[config.mk]
export PLATFORM = sky130hd
export DESIGN_NAME = rgbdcs_regs
export DESIGN_NICKNAME = d
export VERILOG_FILES = /design/src/common/rgbdcs_pkg.sv /design/src/rgbdcs_regs.sv
export VERILOG_INCLUDE_DIRS = /design/src /design/src/common
export SDC_FILE = /design/constraint.sdc
export NUM_CORES = 1
export LEC_CHECK = 0
export BUFFER_PORTS_ARGS = -buffer_cell sky130_fd_sc_hd__buf_2
export CAP_MARGIN = 5
export CORE_ASPECT_RATIO = 1.25
export CORE_MARGIN = 3
export CORE_UTILIZATION = 51
export DETAILED_ROUTE_END_ITERATION = 7
export PLACE_DENSITY = 0.79
export SLEW_MARGIN = 25
export SYNTH_ARGS = -nofsm -noshare
export SYNTH_HDL_FRONTEND = slang
export SYNTH_SLANG_ARGS = --single-unit
export TNS_END_PERCENT = 50
[constraint.sdc]
create_clock -name i_clk -period 1.9 [get_ports i_clk]
set_input_delay 0.19 -clock i_clk [delete_from_list [all_inputs] [get_ports i_clk]]
set_output_delay 0.19 -clock i_clk [all_outputs]
set_load 0.01 [all_outputs]
[src/common/rgbdcs_map.svh]
// Offsets-free constant map of the RGB driver control/status bank.
// Assumes inclusion by bare name from the design file.
`ifndef RGBDCS_MAP_SVH
`define RGBDCS_MAP_SVH

// ****************************************
// Reset values
// ****************************************
`define RGBDCS_CAL_EN_RST     1'b1
`define RGBDCS_INTENSITY_RST  4'hf
`define RGBDCS_FADE_TIME_RST  6'h00
`define RGBDCS_CURVE_RST      1'b0
`define RGBDCS_THERM_CTL_RST  1'b1
`define RGBDCS_DERATE_RST     4'hf
`define RGBDCS_RETRY_RST      1'b0
`define RGBDCS_SUPPLY_RST     1'b1
`define RGBDCS_COLOUR_RST     24'h00_0000

// ****************************************
// Field widths
// ****************************************
`define RGBDCS_NCH            3
`define RGBDCS_COLOUR_W       24
`define RGBDCS_FCODE_W        9

// ****************************************
// Timing
// ****************************************
`define RGBDCS_CLK_KHZ        200000
`define RGBDCS_FADE_STEP_MS   100
`define RGBDCS_FADE_CYC       (`RGBDCS_FADE_STEP_MS * `RGBDCS_CLK_KHZ)

`endif

[src/common/rgbdcs_pkg.sv]
// Types shared by the RGB driver control/status bank.
// Assumes the command decoder hands over one of these codes.
package rgbdcs_pkg;

	typedef enum logic [2:0] {
		CMD_SET_LED_CONTROL,
		CMD_SET_COLOR,
		CMD_SET_COLOR_SHORT,
		CMD_SET_INTENSITY,
		CMD_GET_FULL_STATUS,
		CMD_GET_STATUS,
		CMD_OTHER
	} rgbdcs_cmd_t;

	typedef enum logic [1:0] {
		COMMIT_NOW     = 2'h0,
		COMMIT_STORE   = 2'h1,
		COMMIT_STORED  = 2'h2,
		COMMIT_DISCARD = 2'h3
	} rgbdcs_commit_t;

endpackage

[src/rgbdcs_regs.sv]
// Control and status flags of a LIN-commanded three-channel LED driver.
// Assumes a frame handler on the same clock decodes commands and errors;
// thermal comparators arrive asynchronously.
//
// Overview of operation
// - Calibration enable applies matrix, resets 1
// - Four-bit intensity, only intensity command, reset 15
// - Six-bit fade time, 0.1 s steps, reset 0
// - Power-up lit bit presets switches and enables
// - Curve bit: 0 logarithmic, 1 linear fade
// - Derating bit 0 disables thermal current reduction
// - Fault scope: failing channel or all off
// - Restriction admits only short colour, intensity
// - Derating level 0..15, resets to 15
// - Two warning select bits choose threshold
// - Channel lit needs global and own enable
// - Commit mode: apply, store, apply stored, discard
// - Recovery flag high while retrying, reset 0
// - Overtemperature warning flag set and reported
// - Overtemperature shutdown flag set and reported
// - Data fault is checksum, stop, length OR
// - Header fault is parity or sync OR
// - Bit fault on readback mismatch
// - Full status query clears LIN error flags
// - Programmed settings load only in the first cycle after each reset release
`timescale 1ns/1ps
`include "rgbdcs_map.svh"

module rgbdcs_regs #(
	parameter int FADE_STEP_CYCLES = `RGBDCS_FADE_CYC
) (
	// Clock and reset
	input  wire                           i_clk,
	input  wire                           i_nrst,
	// Programmed memory contents
	input  wire                           i_otp_power_up_lit,
	input  wire                           i_otp_fault_scope,
	input  wire                           i_otp_cmd_restrict,
	input  wire  [1:0]                    i_otp_warn_sel,
	input  wire                           i_otp_dim_rate,
	// Decoded command
	input  wire                           i_cmd_valid,
	input  rgbdcs_pkg::rgbdcs_cmd_t       i_cmd,
	input  wire                           i_cmd_cal_en,
	input  wire                           i_cmd_therm_ctl,
	input  wire                           i_cmd_global_on,
	input  wire  [`RGBDCS_NCH-1:0]        i_cmd_ch_en,
	input  wire  [3:0]                    i_cmd_intensity,
	input  wire  [5:0]                    i_cmd_fade_time,
	input  wire                           i_cmd_fade_on,
	input  wire                           i_cmd_fade_curve,
	input  rgbdcs_pkg::rgbdcs_commit_t    i_cmd_commit,
	input  wire  [`RGBDCS_COLOUR_W-1:0]   i_cmd_colour,
	// LIN error pulses
	input  wire                           i_err_checksum,
	input  wire                           i_err_stopbit,
	input  wire                           i_err_length,
	input  wire                           i_err_parity,
	input  wire                           i_err_sync,
	input  wire                           i_err_bit,
	// Device condition
	input  wire                           i_thermal_warn,
	input  wire                           i_thermal_shut,
	input  wire                           i_retrying,
	input  wire  [3:0]                    i_derate_level,
	input  wire  [1:0]                    i_temp_band,
	input  wire  [`RGBDCS_NCH-1:0]        i_led_fault,
	input  wire  [`RGBDCS_FCODE_W-1:0]    i_fault_code,
	// Control outputs
	output logic                          o_cmd_accepted,
	output logic                          o_cal_en,
	output logic [3:0]                    o_intensity,
	output logic [5:0]                    o_fade_time,
	output logic                          o_fade_on,
	output logic                          o_fade_curve,
	output logic                          o_fade_tick,
	output logic                          o_therm_ctl,
	output logic [`RGBDCS_NCH-1:0]        o_ch_lit,
	output logic [`RGBDCS_COLOUR_W-1:0]   o_colour,
	output logic [1:0]                    o_warn_sel,
	output logic                          o_dim_rate,
	// Status outputs
	output logic                          o_recovery_active,
	output logic [3:0]                    o_derate_level,
	output logic                          o_overtemp_warn,
	output logic                          o_overtemp_shut,
	output logic [1:0]                    o_temp_band,
	output logic [`RGBDCS_FCODE_W-1:0]    o_fault_code,
	output logic                          o_supply_reset_seen,
	output logic                          o_data_fault,
	output logic                          o_header_fault,
	output logic                          o_bit_fault
);

	// ****************************************
	// Helpers
	// ****************************************
	function automatic logic allowed(input logic restr,
		input rgbdcs_pkg::rgbdcs_cmd_t c);
		allowed = !restr || c == rgbdcs_pkg::CMD_SET_COLOR_SHORT
			|| c == rgbdcs_pkg::CMD_SET_INTENSITY;
	endfunction

	// Set wins over a clear in the same cycle
	function automatic logic sticky(input logic q, input logic set,
		input logic clr);
		sticky = set | (q & ~clr);
	endfunction

	logic                         load_q;
	logic                         restrict_q;
	logic                         scope_q;
	logic                         global_q;
	logic [`RGBDCS_NCH-1:0]       ch_en_q;
	logic [`RGBDCS_NCH-1:0]       fault_off_q;
	logic [`RGBDCS_COLOUR_W-1:0]  stage_q;
	logic [24:0]                  tick_cnt_q;
	logic [1:0]                   tw_sync_q;
	logic [1:0]                   tsd_sync_q;
	logic                         acc;
	logic                         is_full;
	logic                         is_stat;

	assign acc = i_cmd_valid && allowed(restrict_q, i_cmd);
	assign is_full = acc && i_cmd == rgbdcs_pkg::CMD_GET_FULL_STATUS;
	assign is_stat = is_full || (acc && i_cmd == rgbdcs_pkg::CMD_GET_STATUS);

	// ****************************************
	// Power-on load of programmed settings
	// ****************************************
	// Loaded once after release; a later change of memory is ignored
	always_ff @(posedge i_clk) begin
		if (!i_nrst) begin
			load_q     <= 1'b1;
			restrict_q <= 1'b0;
			scope_q    <= 1'b0;
			o_warn_sel <= 2'h0;
			o_dim_rate <= 1'b0;
		end else if (load_q) begin
			load_q     <= 1'b0;
			restrict_q <= i_otp_cmd_restrict;
			scope_q    <= i_otp_fault_scope;
			o_warn_sel <= i_otp_warn_sel;
			o_dim_rate <= i_otp_dim_rate;
		end
	end

	always_ff @(posedge i_clk) begin
		if (!i_nrst) begin
			o_cmd_accepted <= 1'b0;
		end else begin
			o_cmd_accepted <= acc;
		end
	end

	// ****************************************
	// LED control command fields
	// ****************************************
	always_ff @(posedge i_clk) begin
		if (!i_nrst) begin
			o_cal_en    <= `RGBDCS_CAL_EN_RST;
			o_therm_ctl <= `RGBDCS_THERM_CTL_RST;
			global_q    <= 1'b0;
			ch_en_q     <= 3'h0;
		end else if (load_q) begin
			global_q    <= i_otp_power_up_lit;
			ch_en_q     <= {`RGBDCS_NCH{i_otp_power_up_lit}};
		end else if (acc && i_cmd == rgbdcs_pkg::CMD_SET_LED_CONTROL) begin
			o_cal_en    <= i_cmd_cal_en;
			o_therm_ctl <= i_cmd_therm_ctl;
			global_q    <= i_cmd_global_on;
			ch_en_q     <= i_cmd_ch_en;
		end else if (acc && i_cmd == rgbdcs_pkg::CMD_SET_COLOR) begin
			global_q    <= i_cmd_global_on;
		end
	end

	always_ff @(posedge i_clk) begin
		if (!i_nrst) begin
			o_intensity <= `RGBDCS_INTENSITY_RST;
		end else if (acc && i_cmd == rgbdcs_pkg::CMD_SET_INTENSITY) begin
			o_intensity <= i_cmd_intensity;
		end
	end

	// ****************************************
	// Fade settings and step tick
	// ****************************************
	always_ff @(posedge i_clk) begin
		if (!i_nrst) begin
			o_fade_time  <= `RGBDCS_FADE_TIME_RST;
			o_fade_curve <= `RGBDCS_CURVE_RST;
			o_fade_on    <= 1'b0;
		end else if (load_q) begin
			o_fade_on    <= i_otp_power_up_lit;
		end else if (acc && i_cmd == rgbdcs_pkg::CMD_SET_COLOR) begin
			o_fade_time  <= i_cmd_fade_time;
			o_fade_curve <= i_cmd_fade_curve;
			o_fade_on    <= i_cmd_fade_on;
		end
	end

	// One pulse per 0.1 s fade step for the fade engine
	always_ff @(posedge i_clk) begin
		if (!i_nrst) begin
			tick_cnt_q  <= 25'h000_0000;
			o_fade_tick <= 1'b0;
		end else if (tick_cnt_q == 25'(FADE_STEP_CYCLES - 1)) begin
			tick_cnt_q  <= 25'h000_0000;
			o_fade_tick <= 1'b1;
		end else begin
			tick_cnt_q  <= tick_cnt_q + 25'h000_0001;
			o_fade_tick <= 1'b0;
		end
	end

	// ****************************************
	// Colour staging
	// ****************************************
	always_ff @(posedge i_clk) begin
		if (!i_nrst) begin
			o_colour <= `RGBDCS_COLOUR_RST;
			stage_q  <= `RGBDCS_COLOUR_RST;
		end else if (acc && i_cmd == rgbdcs_pkg::CMD_SET_COLOR_SHORT) begin
			o_colour <= i_cmd_colour;
		end else if (acc && i_cmd == rgbdcs_pkg::CMD_SET_COLOR) begin
			case (i_cmd_commit)
				rgbdcs_pkg::COMMIT_NOW: begin
					o_colour <= i_cmd_colour;
				end
				rgbdcs_pkg::COMMIT_STORE: begin
					stage_q <= i_cmd_colour;
				end
				rgbdcs_pkg::COMMIT_STORED: begin
					o_colour <= stage_q;
				end
				default: begin
				end
			endcase
		end
	end

	// ****************************************
	// Channel gating and fault shutdown
	// ****************************************
	// Fault latch released only by a new LED control command
	always_ff @(posedge i_clk) begin
		if (!i_nrst) begin
			fault_off_q <= 3'h0;
		end else begin
			for (int i = 0; i < `RGBDCS_NCH; i++) begin
				fault_off_q[i] <= sticky(fault_off_q[i],
					scope_q ? |i_led_fault : i_led_fault[i],
					acc && i_cmd == rgbdcs_pkg::CMD_SET_LED_CONTROL);
			end
		end
	end

	always_ff @(posedge i_clk) begin
		if (!i_nrst) begin
			o_ch_lit <= 3'h0;
		end else begin
			o_ch_lit <= {`RGBDCS_NCH{global_q}} & ch_en_q
				& ~fault_off_q;
		end
	end

	// ****************************************
	// Thermal status
	// ****************************************
	always_ff @(posedge i_clk) begin
		if (!i_nrst) begin
			tw_sync_q  <= 2'h0;
			tsd_sync_q <= 2'h0;
		end else begin
			tw_sync_q  <= {tw_sync_q[0], i_thermal_warn};
			tsd_sync_q <= {tsd_sync_q[0], i_thermal_shut};
		end
	end

	// Reset value is a defined zero; held until a status query
	always_ff @(posedge i_clk) begin
		if (!i_nrst) begin
			o_overtemp_warn <= 1'b0;
			o_overtemp_shut <= 1'b0;
		end else begin
			o_overtemp_warn <= sticky(o_overtemp_warn,
				tw_sync_q[1], is_stat);
			o_overtemp_shut <= sticky(o_overtemp_shut,
				tsd_sync_q[1], is_stat);
		end
	end

	always_ff @(posedge i_clk) begin
		if (!i_nrst) begin
			o_derate_level <= `RGBDCS_DERATE_RST;
		end else begin
			o_derate_level <= o_therm_ctl ? i_derate_level
				: `RGBDCS_DERATE_RST;
		end
	end

	always_ff @(posedge i_clk) begin
		if (!i_nrst) begin
			o_recovery_active <= `RGBDCS_RETRY_RST;
			o_temp_band       <= 2'h0;
			o_fault_code      <= 9'h000;
		end else begin
			o_recovery_active <= i_retrying;
			o_temp_band       <= i_temp_band;
			o_fault_code      <= i_fault_code;
		end
	end

	// ****************************************
	// LIN error flags
	// ****************************************
	always_ff @(posedge i_clk) begin
		if (!i_nrst) begin
			o_data_fault        <= 1'b0;
			o_header_fault      <= 1'b0;
			o_bit_fault         <= 1'b0;
			o_supply_reset_seen <= `RGBDCS_SUPPLY_RST;
		end else begin
			o_data_fault   <= sticky(o_data_fault, i_err_checksum
				| i_err_stopbit | i_err_length, is_full);
			o_header_fault <= sticky(o_header_fault,
				i_err_parity | i_err_sync, is_full);
			o_bit_fault    <= sticky(o_bit_fault, i_err_bit,
				is_full);
			o_supply_reset_seen <= o_supply_reset_seen & ~is_full;
		end
	end
endmodule // rgbdcs_regs
## After elaboration in Yosys (flattened, before gate mapping)

Cells that the tools add are included.
Widths: inputs -> output; s select.

- Register bits after elaboration: 131
- Input bits: 83
- Output and inout bits: 68

- $add $sub $neg: 1
- Equal/unequal tests: 8
- Multiplexer cells: 15
- Bitwise logic cells: 29
- Reduce and logical (&&, ||, !) cells: 25

Operators with widths:

| operator | number |
|---|---|
| $mux 24 | 2 |
| $pmux 24 s2 | 1 |
| $add 25x1->25 const B | 1 |
| $eq 25x25->1 const B | 1 |
| $or 1x1->1 | 11 |
| $mux 1 | 10 |
| $and 1x1->1 | 9 |
| $reduce_and 2->1 | 4 |
| $logic_and 1x1->1 | 7 |
| $and 3x3->3 | 2 |
| $eq 3x2->1 const B | 2 |
| $eq 3x3->1 const B | 2 |
| $mux 3 | 2 |
| $not 1->1 | 6 |
| $reduce_bool 2->1 | 3 |
| $reduce_bool 3->1 | 2 |
| $eq 3x1->1 const B | 1 |
| $logic_not 3->1 | 1 |
| $logic_or 1x1->1 | 3 |
| $not 3->3 | 1 |
| $reduce_and 3->1 | 1 |
| $reduce_or 3->1 | 1 |
| $eq 2x1->1 const B | 1 |
| $eq 2x2->1 const B | 1 |
| other kinds (3) | 3 |

## Longest topological paths before layout

Gate-level depths: netlist of the first run.

- Depth in word-level cells: 9
- Gate-level depth with buffers: 7
- Depth with buffers taken out: 5

## Worst setup path after synthesis of the first run

Ideal clock, no wire load.

- Path type: register to register
- Start: reg tick_cnt_q[0]
- End: reg tick_cnt_q[14]
- Setup time: 0.071 ns
- Arrival: 1.651 ns
- Slack: 0.179 ns
- Stages on the path, launching flop included: 6
- Cell sequence: dfxtp_1 > ha_1 > and4_1 > nand4_1 > or4b_1 > a21oi_1

- Cells in the longest elaborated chain, start to end: 2
- Elaborated cells between the ends (all ways): 3
- Those cells by class: add/sub: 1; eq/ne: 1; reduce/logical: 1

Ends and longest elaborated chain:

| item | line | text |
|---|---|---|
| start: declaration | rgbdcs_regs.sv:117 | `logic [24:0] tick_cnt_q;` |
| start signal: assignment | rgbdcs_regs.sv:212 | `tick_cnt_q <= tick_cnt_q + 25'h000_0001;` |
| branches (longest 2 deep; another with $add 25x1->25) | -- |  |

Parallel ways; which one is timed is not known.
A chain may end at the register's enable or synchronous reset.

## Worst setup path after layout of the first run

- Start: reg restrict_q
- End: reg o_colour[21]

- Cells in the longest elaborated chain, start to end: 7
- Elaborated cells between the ends (all ways): 10
- Those cells by class: mux: 1; reduce/logical: 9

Ends and longest elaborated chain:

| item | line | text |
|---|---|---|
| start: declaration | rgbdcs_regs.sv:111 | `logic restrict_q;` |
| start signal: assignment | rgbdcs_regs.sv:141 | `restrict_q <= i_otp_cmd_restrict;` |
| $logic_not 1->1 (*) | rgbdcs_regs.sv:100 | `allowed = !restr \|\| c == rgbdcs_pkg::CMD_SET_COLOR_SHORT` |
| $logic_or 1x1->1 (*) | rgbdcs_regs.sv:100 |  |
| $logic_or 1x1->1 (*) | rgbdcs_regs.sv:101 | `\|\| c == rgbdcs_pkg::CMD_SET_INTENSITY;` |
| $logic_and 1x1->1 (*) | rgbdcs_regs.sv:124 | `assign acc = i_cmd_valid && allowed(restrict_q, i_cmd);` |
| $logic_and 1x1->1 (on tied branches) | rgbdcs_regs.sv:224, rgbdcs_regs.sv:226 |  |
| $reduce_bool 3->1 (no line) / $reduce_bool 2->1 (equally long branches) | -- |  |
| $reduce_and 2->1 (no line) | -- |  |
| end signal: assignment | rgbdcs_regs.sv:222 | `` o_colour <= `RGBDCS_COLOUR_RST; `` |
| end signal: assignment | rgbdcs_regs.sv:225 | `o_colour <= i_cmd_colour;` |
| end signal: assignment | rgbdcs_regs.sv:229 | `o_colour <= i_cmd_colour;` |
| end: declaration | rgbdcs_regs.sv:79 | `` output logic [`RGBDCS_COLOUR_W-1:0] o_colour, `` |

Every way passes the cells marked *; elsewhere a longest branch is shown, timed or not.

==> results list, run 1 <==
* Result of the run: completed
- TritonCTS created 17 clock buffers.
- Max-cap violations in this run came to 0.
- Count of nets left with antenna violations after detail routing: 0
- Maximum count of clock buffers along a single path: 2
- In the global route stage, overall resource usage came out at 0.247.
- Maximum number of pins on one net before global-route repair: between 40 and 50
* Final setup violation count: 0
* Post-Route WL: 13500 µm
- CTS placed an instance of sky130_fd_sc_hd__clkbuf_16 at the clock tree root.
- The first global-routing pass estimated about 21000 µm of wire.
- After detailed routing, the number of vias per cell comes to between 5 and 6.
- Post-route clock period utilization: 0.948
* Leakage power figure: ~0.0030 µW
* I/O Buffers: 150
- Post-synthesis register bit count: 131
- Placement Rows: 39
* Antenna violations before repair: 0
- Number of warnings reported in the yosys synthesis log: 0
- For this run, design rule violations remaining after detail routing come to 0.
- Via count of the first global-routing pass: 4549
- Area enclosed by the die boundary: ~11000 µm²
* Core Region: between 9000 and 10000 µm²
- At the later pin of the worst-skew pair, clock insertion delay measures between 0.4 and 0.5 ns.
* HP Class: input port to register
* Synthesis-to-layout area growth: 37.0%
* Net count after synthesis: 618
* Final total negative setup slack: 0 ns
- Top-area cell type share of the netlist area: 0.529
- Fraction of registers with async set/reset: 0
- Number of search-and-repair iterations in the first detailed-routing pass: 5
* Setup skew after layout: between 0.009 and 0.01 ns
- Number of buffers added for setup after CTS: 0
* Headroom to the max-slew limit: 0.620
- The worst-case IR drop observed on VDD is 0.712 mV.
* Worst Setup End Kind: register
* Number of nets in the layout: approximately 800
- The number of endpoints with negative hold slack in the final report came to 0.
* Number of pins exceeding their max-slew limit in the final report: 0
- The floorplan step set the die height to ~120 µm.
- Post-Syn Instances: approximately 530
* Footprint of the flip-flops and latches: about 2600 µm²
- For this design the top-level I/O count stands at between 150 and 200.
- Pwr/cell area: approximately 1000 nW/µm²
- For this run, the top clock speed supported by timing is ~560 MHz.
- In the synthesized netlist the dominant register cell turns out to be sky130_fd_sc_hd__dfxtp_1.
* Post-synth EDFFs: 0
- Placer Congestion: roughly 0.94
- First-iteration detailed-routing DRC count: 200
- Minimum period implied by the final worst setup slack: around 1.8 ns
* Hpwl dp: ~8700 µm
- Ranked by instance count, the synthesized netlist is headed by sky130_fd_sc_hd__dfxtp_1, sky130_fd_sc_hd__nand2_1, sky130_fd_sc_hd__nor2_1, sky130_fd_sc_hd__a21oi_1, sky130_fd_sc_hd__mux2i_1.
- Type of the worst setup path: register to register
* H-tree lvl count: 4
- Among all cell types in the netlist, the one instantiated most often is sky130_fd_sc_hd__dfxtp_1.
- CTS tree: yes
* Proportion of synthesized chip area in sequential cells: 0.529
* Synthesized area per cell: just over 9 µm²
- STA puts the critical path data required time at approximately 2.2 ns.
- The clock net in this run drives a total of 131 sinks.
- Horizontal extent of the die: between 90 and 100 µm
- In the final routed layout, each cell accounts on average for around 16 µm.
* Total power draw: between 6000 and 7000 µW
- In this run the worst path has a maximum fanout of 24.
* Effective utilization at floorplan: 0.532
- Fraction of final layout cells sized beyond drive strength 1: 0.303
* Cell type with the highest aggregate area in the netlist: sky130_fd_sc_hd__dfxtp_1
- STA classifies the critical path startpoint as a register.
- Antenna fix cells: 0
* Worst Max-Slew Pin Slew: approximately 0.56 ns
- After clock tree synthesis, the clock-pin slew on the worst setup and hold paths is 0.06 ns.
* Internal reg-to-reg setup slack: 0.1 ns
* Combined area of the multi-input logic cells: 2210 µm²
- Data arrives at the worst endpoint at about 2.1 ns.
* Dominant cells by area after synthesis: sky130_fd_sc_hd__dfxtp_1, sky130_fd_sc_hd__mux2i_1, sky130_fd_sc_hd__nand2_1
* Layout fillers: about 660
* Total number of vias: about 4600
- Setup repair after global routing left no endpoint under its margin.
- Netlist area before placement: between 4000 and 5000 µm²
- Count of unique library cells instantiated by Yosys: between 40 and 50
- For this run the aggregate overflow at the end of global routing stands at 0.
[path summary, 6_finish.rpt]
check | depth (start not counted) | start | to
worst max-delay path | 5 | restrict_q | o_colour[21]
worst min-delay path | 3 | i_cmd_intensity[2] | o_intensity[2]
worst max register to register | 5 | restrict_q | o_colour[21]
worst min register to register | 1 | tick_cnt_q[0] | tick_cnt_q[0]
[report_power, final]
group / switching, µW / total [µW] / internal, µW
clock network: 1190 / 3380 / 2190
registers: 47.9 / 2890 / 2840
logic: 266 / 518 / 252
[through the flow]
stage          utilization  cell area, µm²  setup WS, ns  instances  hold slack, ns
4_1_cts              0.726            6760        0.0850        852        0.000498
3_5_place_dp         0.636            5930        0.0794        798           0.382
3_3_place_gp         0.636            5930         0.143        798           0.376
6_report             0.729            6800        0.0986        853         0.00778
2_1_floorplan            -            4960         0.179        534           0.297
5_1_grt              0.729            6800       0.00396        853         0.00270
[layout by cell type, fill, tap and decap left out, drive strengths merged, types with 2 or more instances in the layout]
cell type and instances:
bufinv 4, nand4b 3, and3 2, nor4b 3, dlygate4sd3 22, clkbuf 20
dfxtp 131, or4b 3, nor3b 3, or2 5, buf 170, o21ai 11
and2 16, o31ai 4, clkinv 4, nor2 59, mux2i 41, or3 5
nand3 7, nand4 9, inv 7, nand2 79, a21oi 43, xor2 7
nor4 2, a211oi 28, and4 6, clkinvlp 4, xnor2 3, nand2b 4
a31oi 4, nor3 6, or4 6
[layer usage]
layer,wire length [µm],share of wire,GRT usage,vias up
li1,-,-,-,2229
met1,5210,0.39,0.272,2138
met2,7160,0.53,0.452,195
met3,842,0.062,0.0625,27
met4,275,0.020,0.0973,0
met5,0,0,0,-
[flip-flops by register name, indices dropped and copies added, names as in the netlist, 3 cells and up]
name            count
tick_cnt_q         25
o_colour           24
stage_q            24
o_fault_code        9
o_fade_time         6
o_derate_level      4
o_intensity         4
ch_en_q             3
fault_off_q         3
o_ch_lit            3
[critical path, cell delays in order (launching register included)]
cell and delay, ns:
sky130_fd_sc_hd__dfxtp_1 0.36, sky130_fd_sc_hd__or4b_1 0.59, sky130_fd_sc_hd__a21oi_4 0.24, sky130_fd_sc_hd__buf_12 0.20, sky130_fd_sc_hd__nor2_1 0.05, sky130_fd_sc_hd__a211oi_1 0.26
[cell families after synthesis]
kind of cell             share of synthesized area
AND/OR/NAND/NOR                              0.223
flip-flops                                   0.529
XOR/XNOR                                    0.0177
buffers and inverters                       0.0293
AO/OA/AOI/OAI                                0.116
multiplexers                                0.0828
adder cells (fa/ha/maj)                    0.00252
[layout make-up]
class | instances | share of cell area
clock inverters | 13 | 0.0269
well taps | 123 | 0.0226
inverters | 6 | 0.00331
repair buffers | 193 | 0.172
clock buffers | 19 | 0.0637
multi-input cells | 368 | 0.325
flip-flops and latches | 131 | 0.386
[what timing repair did]
action	CTS	global route
hold buffers	22	0
gates resized for setup	0	5
setup endpoints to repair	0	5
hold endpoints to repair	20	0
Note: power is estimated with default switching activity, not from simulation.
==> run 2: changes to the inputs <==
ABC_AREA = 1   (was unset)
CORE_UTILIZATION = 52   (was 51)
MAX_ROUTING_LAYER = met4   (was unset)
==> run 2 against run 1 <==
Against the previous run:
- final cell count is 31% higher
- total power increased by 0.86%
- worst setup slack improved by 0.17 ns
- maximum frequency increased by 10%
- routed wire length increased by 8.6%
- clock skew shrank 0.0052 ns
- via count up 21%
- sequential share of layout area is 2.7 points lower
==> results list, run 2 <==
- The post-synth net total came to 879 (+42%).
* Core Region: 10300 µm² (+10%)
- Maximum count of clock buffers along a single path: 2 (unchanged)
* Buffers & Inverters on Critical Path: 1 (unchanged)
- The number of CTS-inserted buffers was 17 (unchanged).
- By startpoint and endpoint, the worst setup path is classified as register to register.
- The post-synthesis area per instance is 7.02 µm² (-24%).
- The total half-perimeter wirelength after legalization and detailed placement was 9400 µm (+7.7%).
- Effective utilization at floorplan: 0.544 (+0.0116)
- The maximum vdd drop is 0.644 mV (-9.5%).
- The static leakage power is 0.00351 µW (+17%).
- The worst clock skew on the final layout is 0.00428 ns (-0.00522 ns).
- Commonest cells in the netlist: sky130_fd_sc_hd__nand2_1, sky130_fd_sc_hd__nor2_1, sky130_fd_sc_hd__dfxtp_1, sky130_fd_sc_hd__inv_1, sky130_fd_sc_hd__o21ai_0
- The number of maximum-capacitance violations came to 0 (unchanged).
* Count of unique library cells instantiated by Yosys: 30 (-38%)
- The power density relative to cell area was 938 nW/µm² (-6.0%).
- The ratio of cells with drive above 1 in the final layout came to 0.215 (-0.0873).
- Total power draw: 6840 µW (+0.86%)
- Area enclosed by the die boundary: 12000 µm² (+9.7%)
* I/O Buffers: 150 (unchanged)
* Max Clock Freq: 611 MHz (+10%)
- Proportion of synthesized chip area in sequential cells: 0.470 (-0.0587)
* Post-Route WL: 14700 µm (+8.6%)
- In the synthesized netlist the dominant register cell turns out to be sky130_fd_sc_hd__dfxtp_1.
- Cell type with the highest aggregate area in the netlist: sky130_fd_sc_hd__dfxtp_1
- The mean routed wirelength per cell was 13.1 µm (-17%).
- The flip-flop count of the largest register after layout is 25 (unchanged).
* Crit path largest cell delay: 0.35 ns (-0.24 ns)
- The path class of the tightest hold or removal check is input port to register.
- Gr ovfl total: 0 (unchanged)
- First-iteration detailed-routing DRC count: 310 (+55%)
* I/O Pins: 151 (unchanged)
* CTS tree: yes
- Critical-path cell with the highest stage delay: sky130_fd_sc_hd__dfxtp_1
- Headroom to the max-slew limit: 0.671 (+0.0514)
- The share of async-settable or async-resettable flops after synthesis came to 0 (unchanged).
- Number of warnings reported in the yosys synthesis log: 0 (unchanged)
- Largest fanout on the critical path: 25 (+4.2%)
- Arrival time worst endpoint: 1.92 ns (-0.19 ns)
- The post-synthesis cell area was 5580 µm² (+12%).
- The H-tree depth was 4 (unchanged).
- The remaining antenna violation count after routing was 0 (unchanged).
- Post-route cell area: 7290 µm² (+7.3%)
* Number of buffers added for setup after CTS: 0 (unchanged)
- Horizontal extent of the die: 98.6 µm (+4.7%)
- The total iterations of the first detailed-routing run came to 5 (unchanged).
- Post-route DRC violation count: 0 (unchanged)
- Post-synth EDFFs: 0 (unchanged)
- The signal on the critical path passes through ha_1, inv_1, nor2_4, nand2_2, nor2_1, nand2_1, nand2_4, a21oi_1.
* Via count of the first global-routing pass: 5266 (+16%)
* Minimum period implied by the final worst setup slack: 1.64 ns (-0.165 ns)
- The vertical die dimension came to 122 µm (+4.8%).
- The number of clock sinks was 131 (unchanged).
- Post-placement cell area: 6390 µm² (+7.8%)
- Synthesis-to-layout area growth: 30.8%
- Most frequent cell after synthesis: sky130_fd_sc_hd__nand2_1
- The final RePlAce weighted congestion was 0.883 (-5.6%).
- Top-area cell type share of the netlist area: 0.470 (-0.0587)
- The global-route wire length before repair came to 23700 µm (+12%).
- Most used cells in the layout excluding fill and tap cells: sky130_fd_sc_hd__nand2_1, sky130_fd_sc_hd__nor2_1, sky130_fd_sc_hd__buf_2
- Final total negative setup slack: 0 ns (unchanged)
- The standard-cell row count was 41 (+5.1%).
* Clock edge transition at the registers on the reported setup and hold paths: 0.06 ns (about the same)
- Overall global routing resource usage: 0.251 (+0.00462)
- The post-placement cell count was 1052 (+32%).
* Number of nets in the layout: 1055 (+32%)
- The slew at the pin closest to its max-slew limit is 0.493 ns (-0.0717 ns).
- Most common cell after layout, fill and taps aside: sky130_fd_sc_hd__nand2_1
- CTS placed an instance of sky130_fd_sc_hd__clkbuf_16 at the clock tree root.
- The final clock period utilization by the worst path came to 0.861 (-0.0869).
* Per-cell via count in the routed design: 4.97 (-7.6%)
- Result of the run: completed
* Final Hold Violating Endpoints: 0 (unchanged)
- Final setup violation count: 0 (unchanged)
- Ranked by flip-flop count, first place goes to tick_cnt_q.
- Dominant cells by area after synthesis: sky130_fd_sc_hd__dfxtp_1, sky130_fd_sc_hd__nand2_1, sky130_fd_sc_hd__nor2_1
- The initial antenna violation count was 2 (+2).
- Crit path max-delay family: simple AND/OR/NAND/NOR gates
- Final Hold Slack: 0.0122 ns (+0.00442 ns)
* Clk_lat worst skew: 0.41 ns (about the same)
- The final number of max-transition violations was 0 (unchanged).
- The post-synthesis cell count is 795 (+49%).
* Biggest registers after layout: tick_cnt_q x25, o_colour x24, stage_q x24
- Maximum number of pins on one net before global-route repair: 49 (unchanged)
* Worst Setup End Kind: register
* Number of cells in the finished layout apart from fillers: 1115 (+31%)
- Nature of the critical path startpoint: register
- Setup repair after global routing missed its margin: no
* Required time at the worst-slack endpoint: 2.19 ns (about the same)
- The via count of the routed design was 5541 (+21%).
- Post-synthesis register bit count: 131 (unchanged)
run 2: changes by cell type after synthesis, sizes merged, moves of 16 or more:
cell / before / now
o21ai: 11 / 38
mux2i: 41 / 0
nand3b: 1 / 24
a21oi: 43 / 23
and2: 16 / 0
nand2: 79 / 227
nand3: 7 / 27
nor2: 59 / 181
a211oi: 28 / 0
inv: 6 / 77
run 2: per-layer routing:
layer	up-vias	part of all wire	global-route usage
li1	2807	-	-
met4	0	0.036	0.126
met2	224	0.50	0.412
met1	2462	0.39	0.280
met5	-	0	-
met3	48	0.071	0.0722
run 2: final timing paths:
path	cells after the start	from	slack, ns	end
setup reg to reg	8	tick_cnt_q[0]	0.26	tick_cnt_q[21]
setup / recovery	8	tick_cnt_q[0]	0.26	tick_cnt_q[21]
hold / removal	3	i_cmd_fade_time[4]	0.01	o_fade_time[4]
hold reg to reg	2	tw_sync_q[0]	0.41	tw_sync_q[1]
run 2: per-stage QoR:
stage	util	worst slack (ns)
after global placement	0.623	0.331
after global routing	0.711	0.110
after CTS	0.710	0.253
after detailed placement	0.623	0.264
final	0.711	0.264
after floorplan	-	0.456
run 2: report_power, final:
part / internal [µW] / switching, µW / leakage [µW]
Sequential: 2840 / 47.1 / 0.00107
Combinational: 269 / 335 / 0.00215
Clock: 2080 / 1270 / 0.000285
Total: 5190 / 1650 / 0.00351
run 2: layout make-up:
cell class	count	area, µm²
sequential	131	2620
clock buffer	18	429
tap	129	161
inverter	77	289
multi-input combinational	555	2460
antenna	2	5.00
fill	861	2970
clock inverter	14	180
timing repair buffer	189	1140
run 2: logic make-up after synthesis:
logic type,Yosys count,synth area share
simple gates,479,0.363
fa+ha+maj,1,0.00224
compound gates,66,0.0628
buf+inv,109,0.0879
xor+xnor,9,0.0141
flops,131,0.470
run 2: timing repair:
item / in CTS / in global routing
resized for setup: 0 / 0
hold buffers: 29 / 0
endpoints found under the hold margin: 29 / 0
endpoints found under the setup margin: 0 / 0
run 2: worst register-to-register path: stages (launching register included):
cell and delay (ns):
sky130_fd_sc_hd__dfxtp_1 0.35, sky130_fd_sc_hd__ha_1 0.22, sky130_fd_sc_hd__inv_1 0.10, sky130_fd_sc_hd__nor2_4 0.19, sky130_fd_sc_hd__nand2_2 0.11, sky130_fd_sc_hd__nor2_1 0.11, sky130_fd_sc_hd__nand2_1 0.10, sky130_fd_sc_hd__nand2_4 0.24
sky130_fd_sc_hd__a21oi_1 0.09
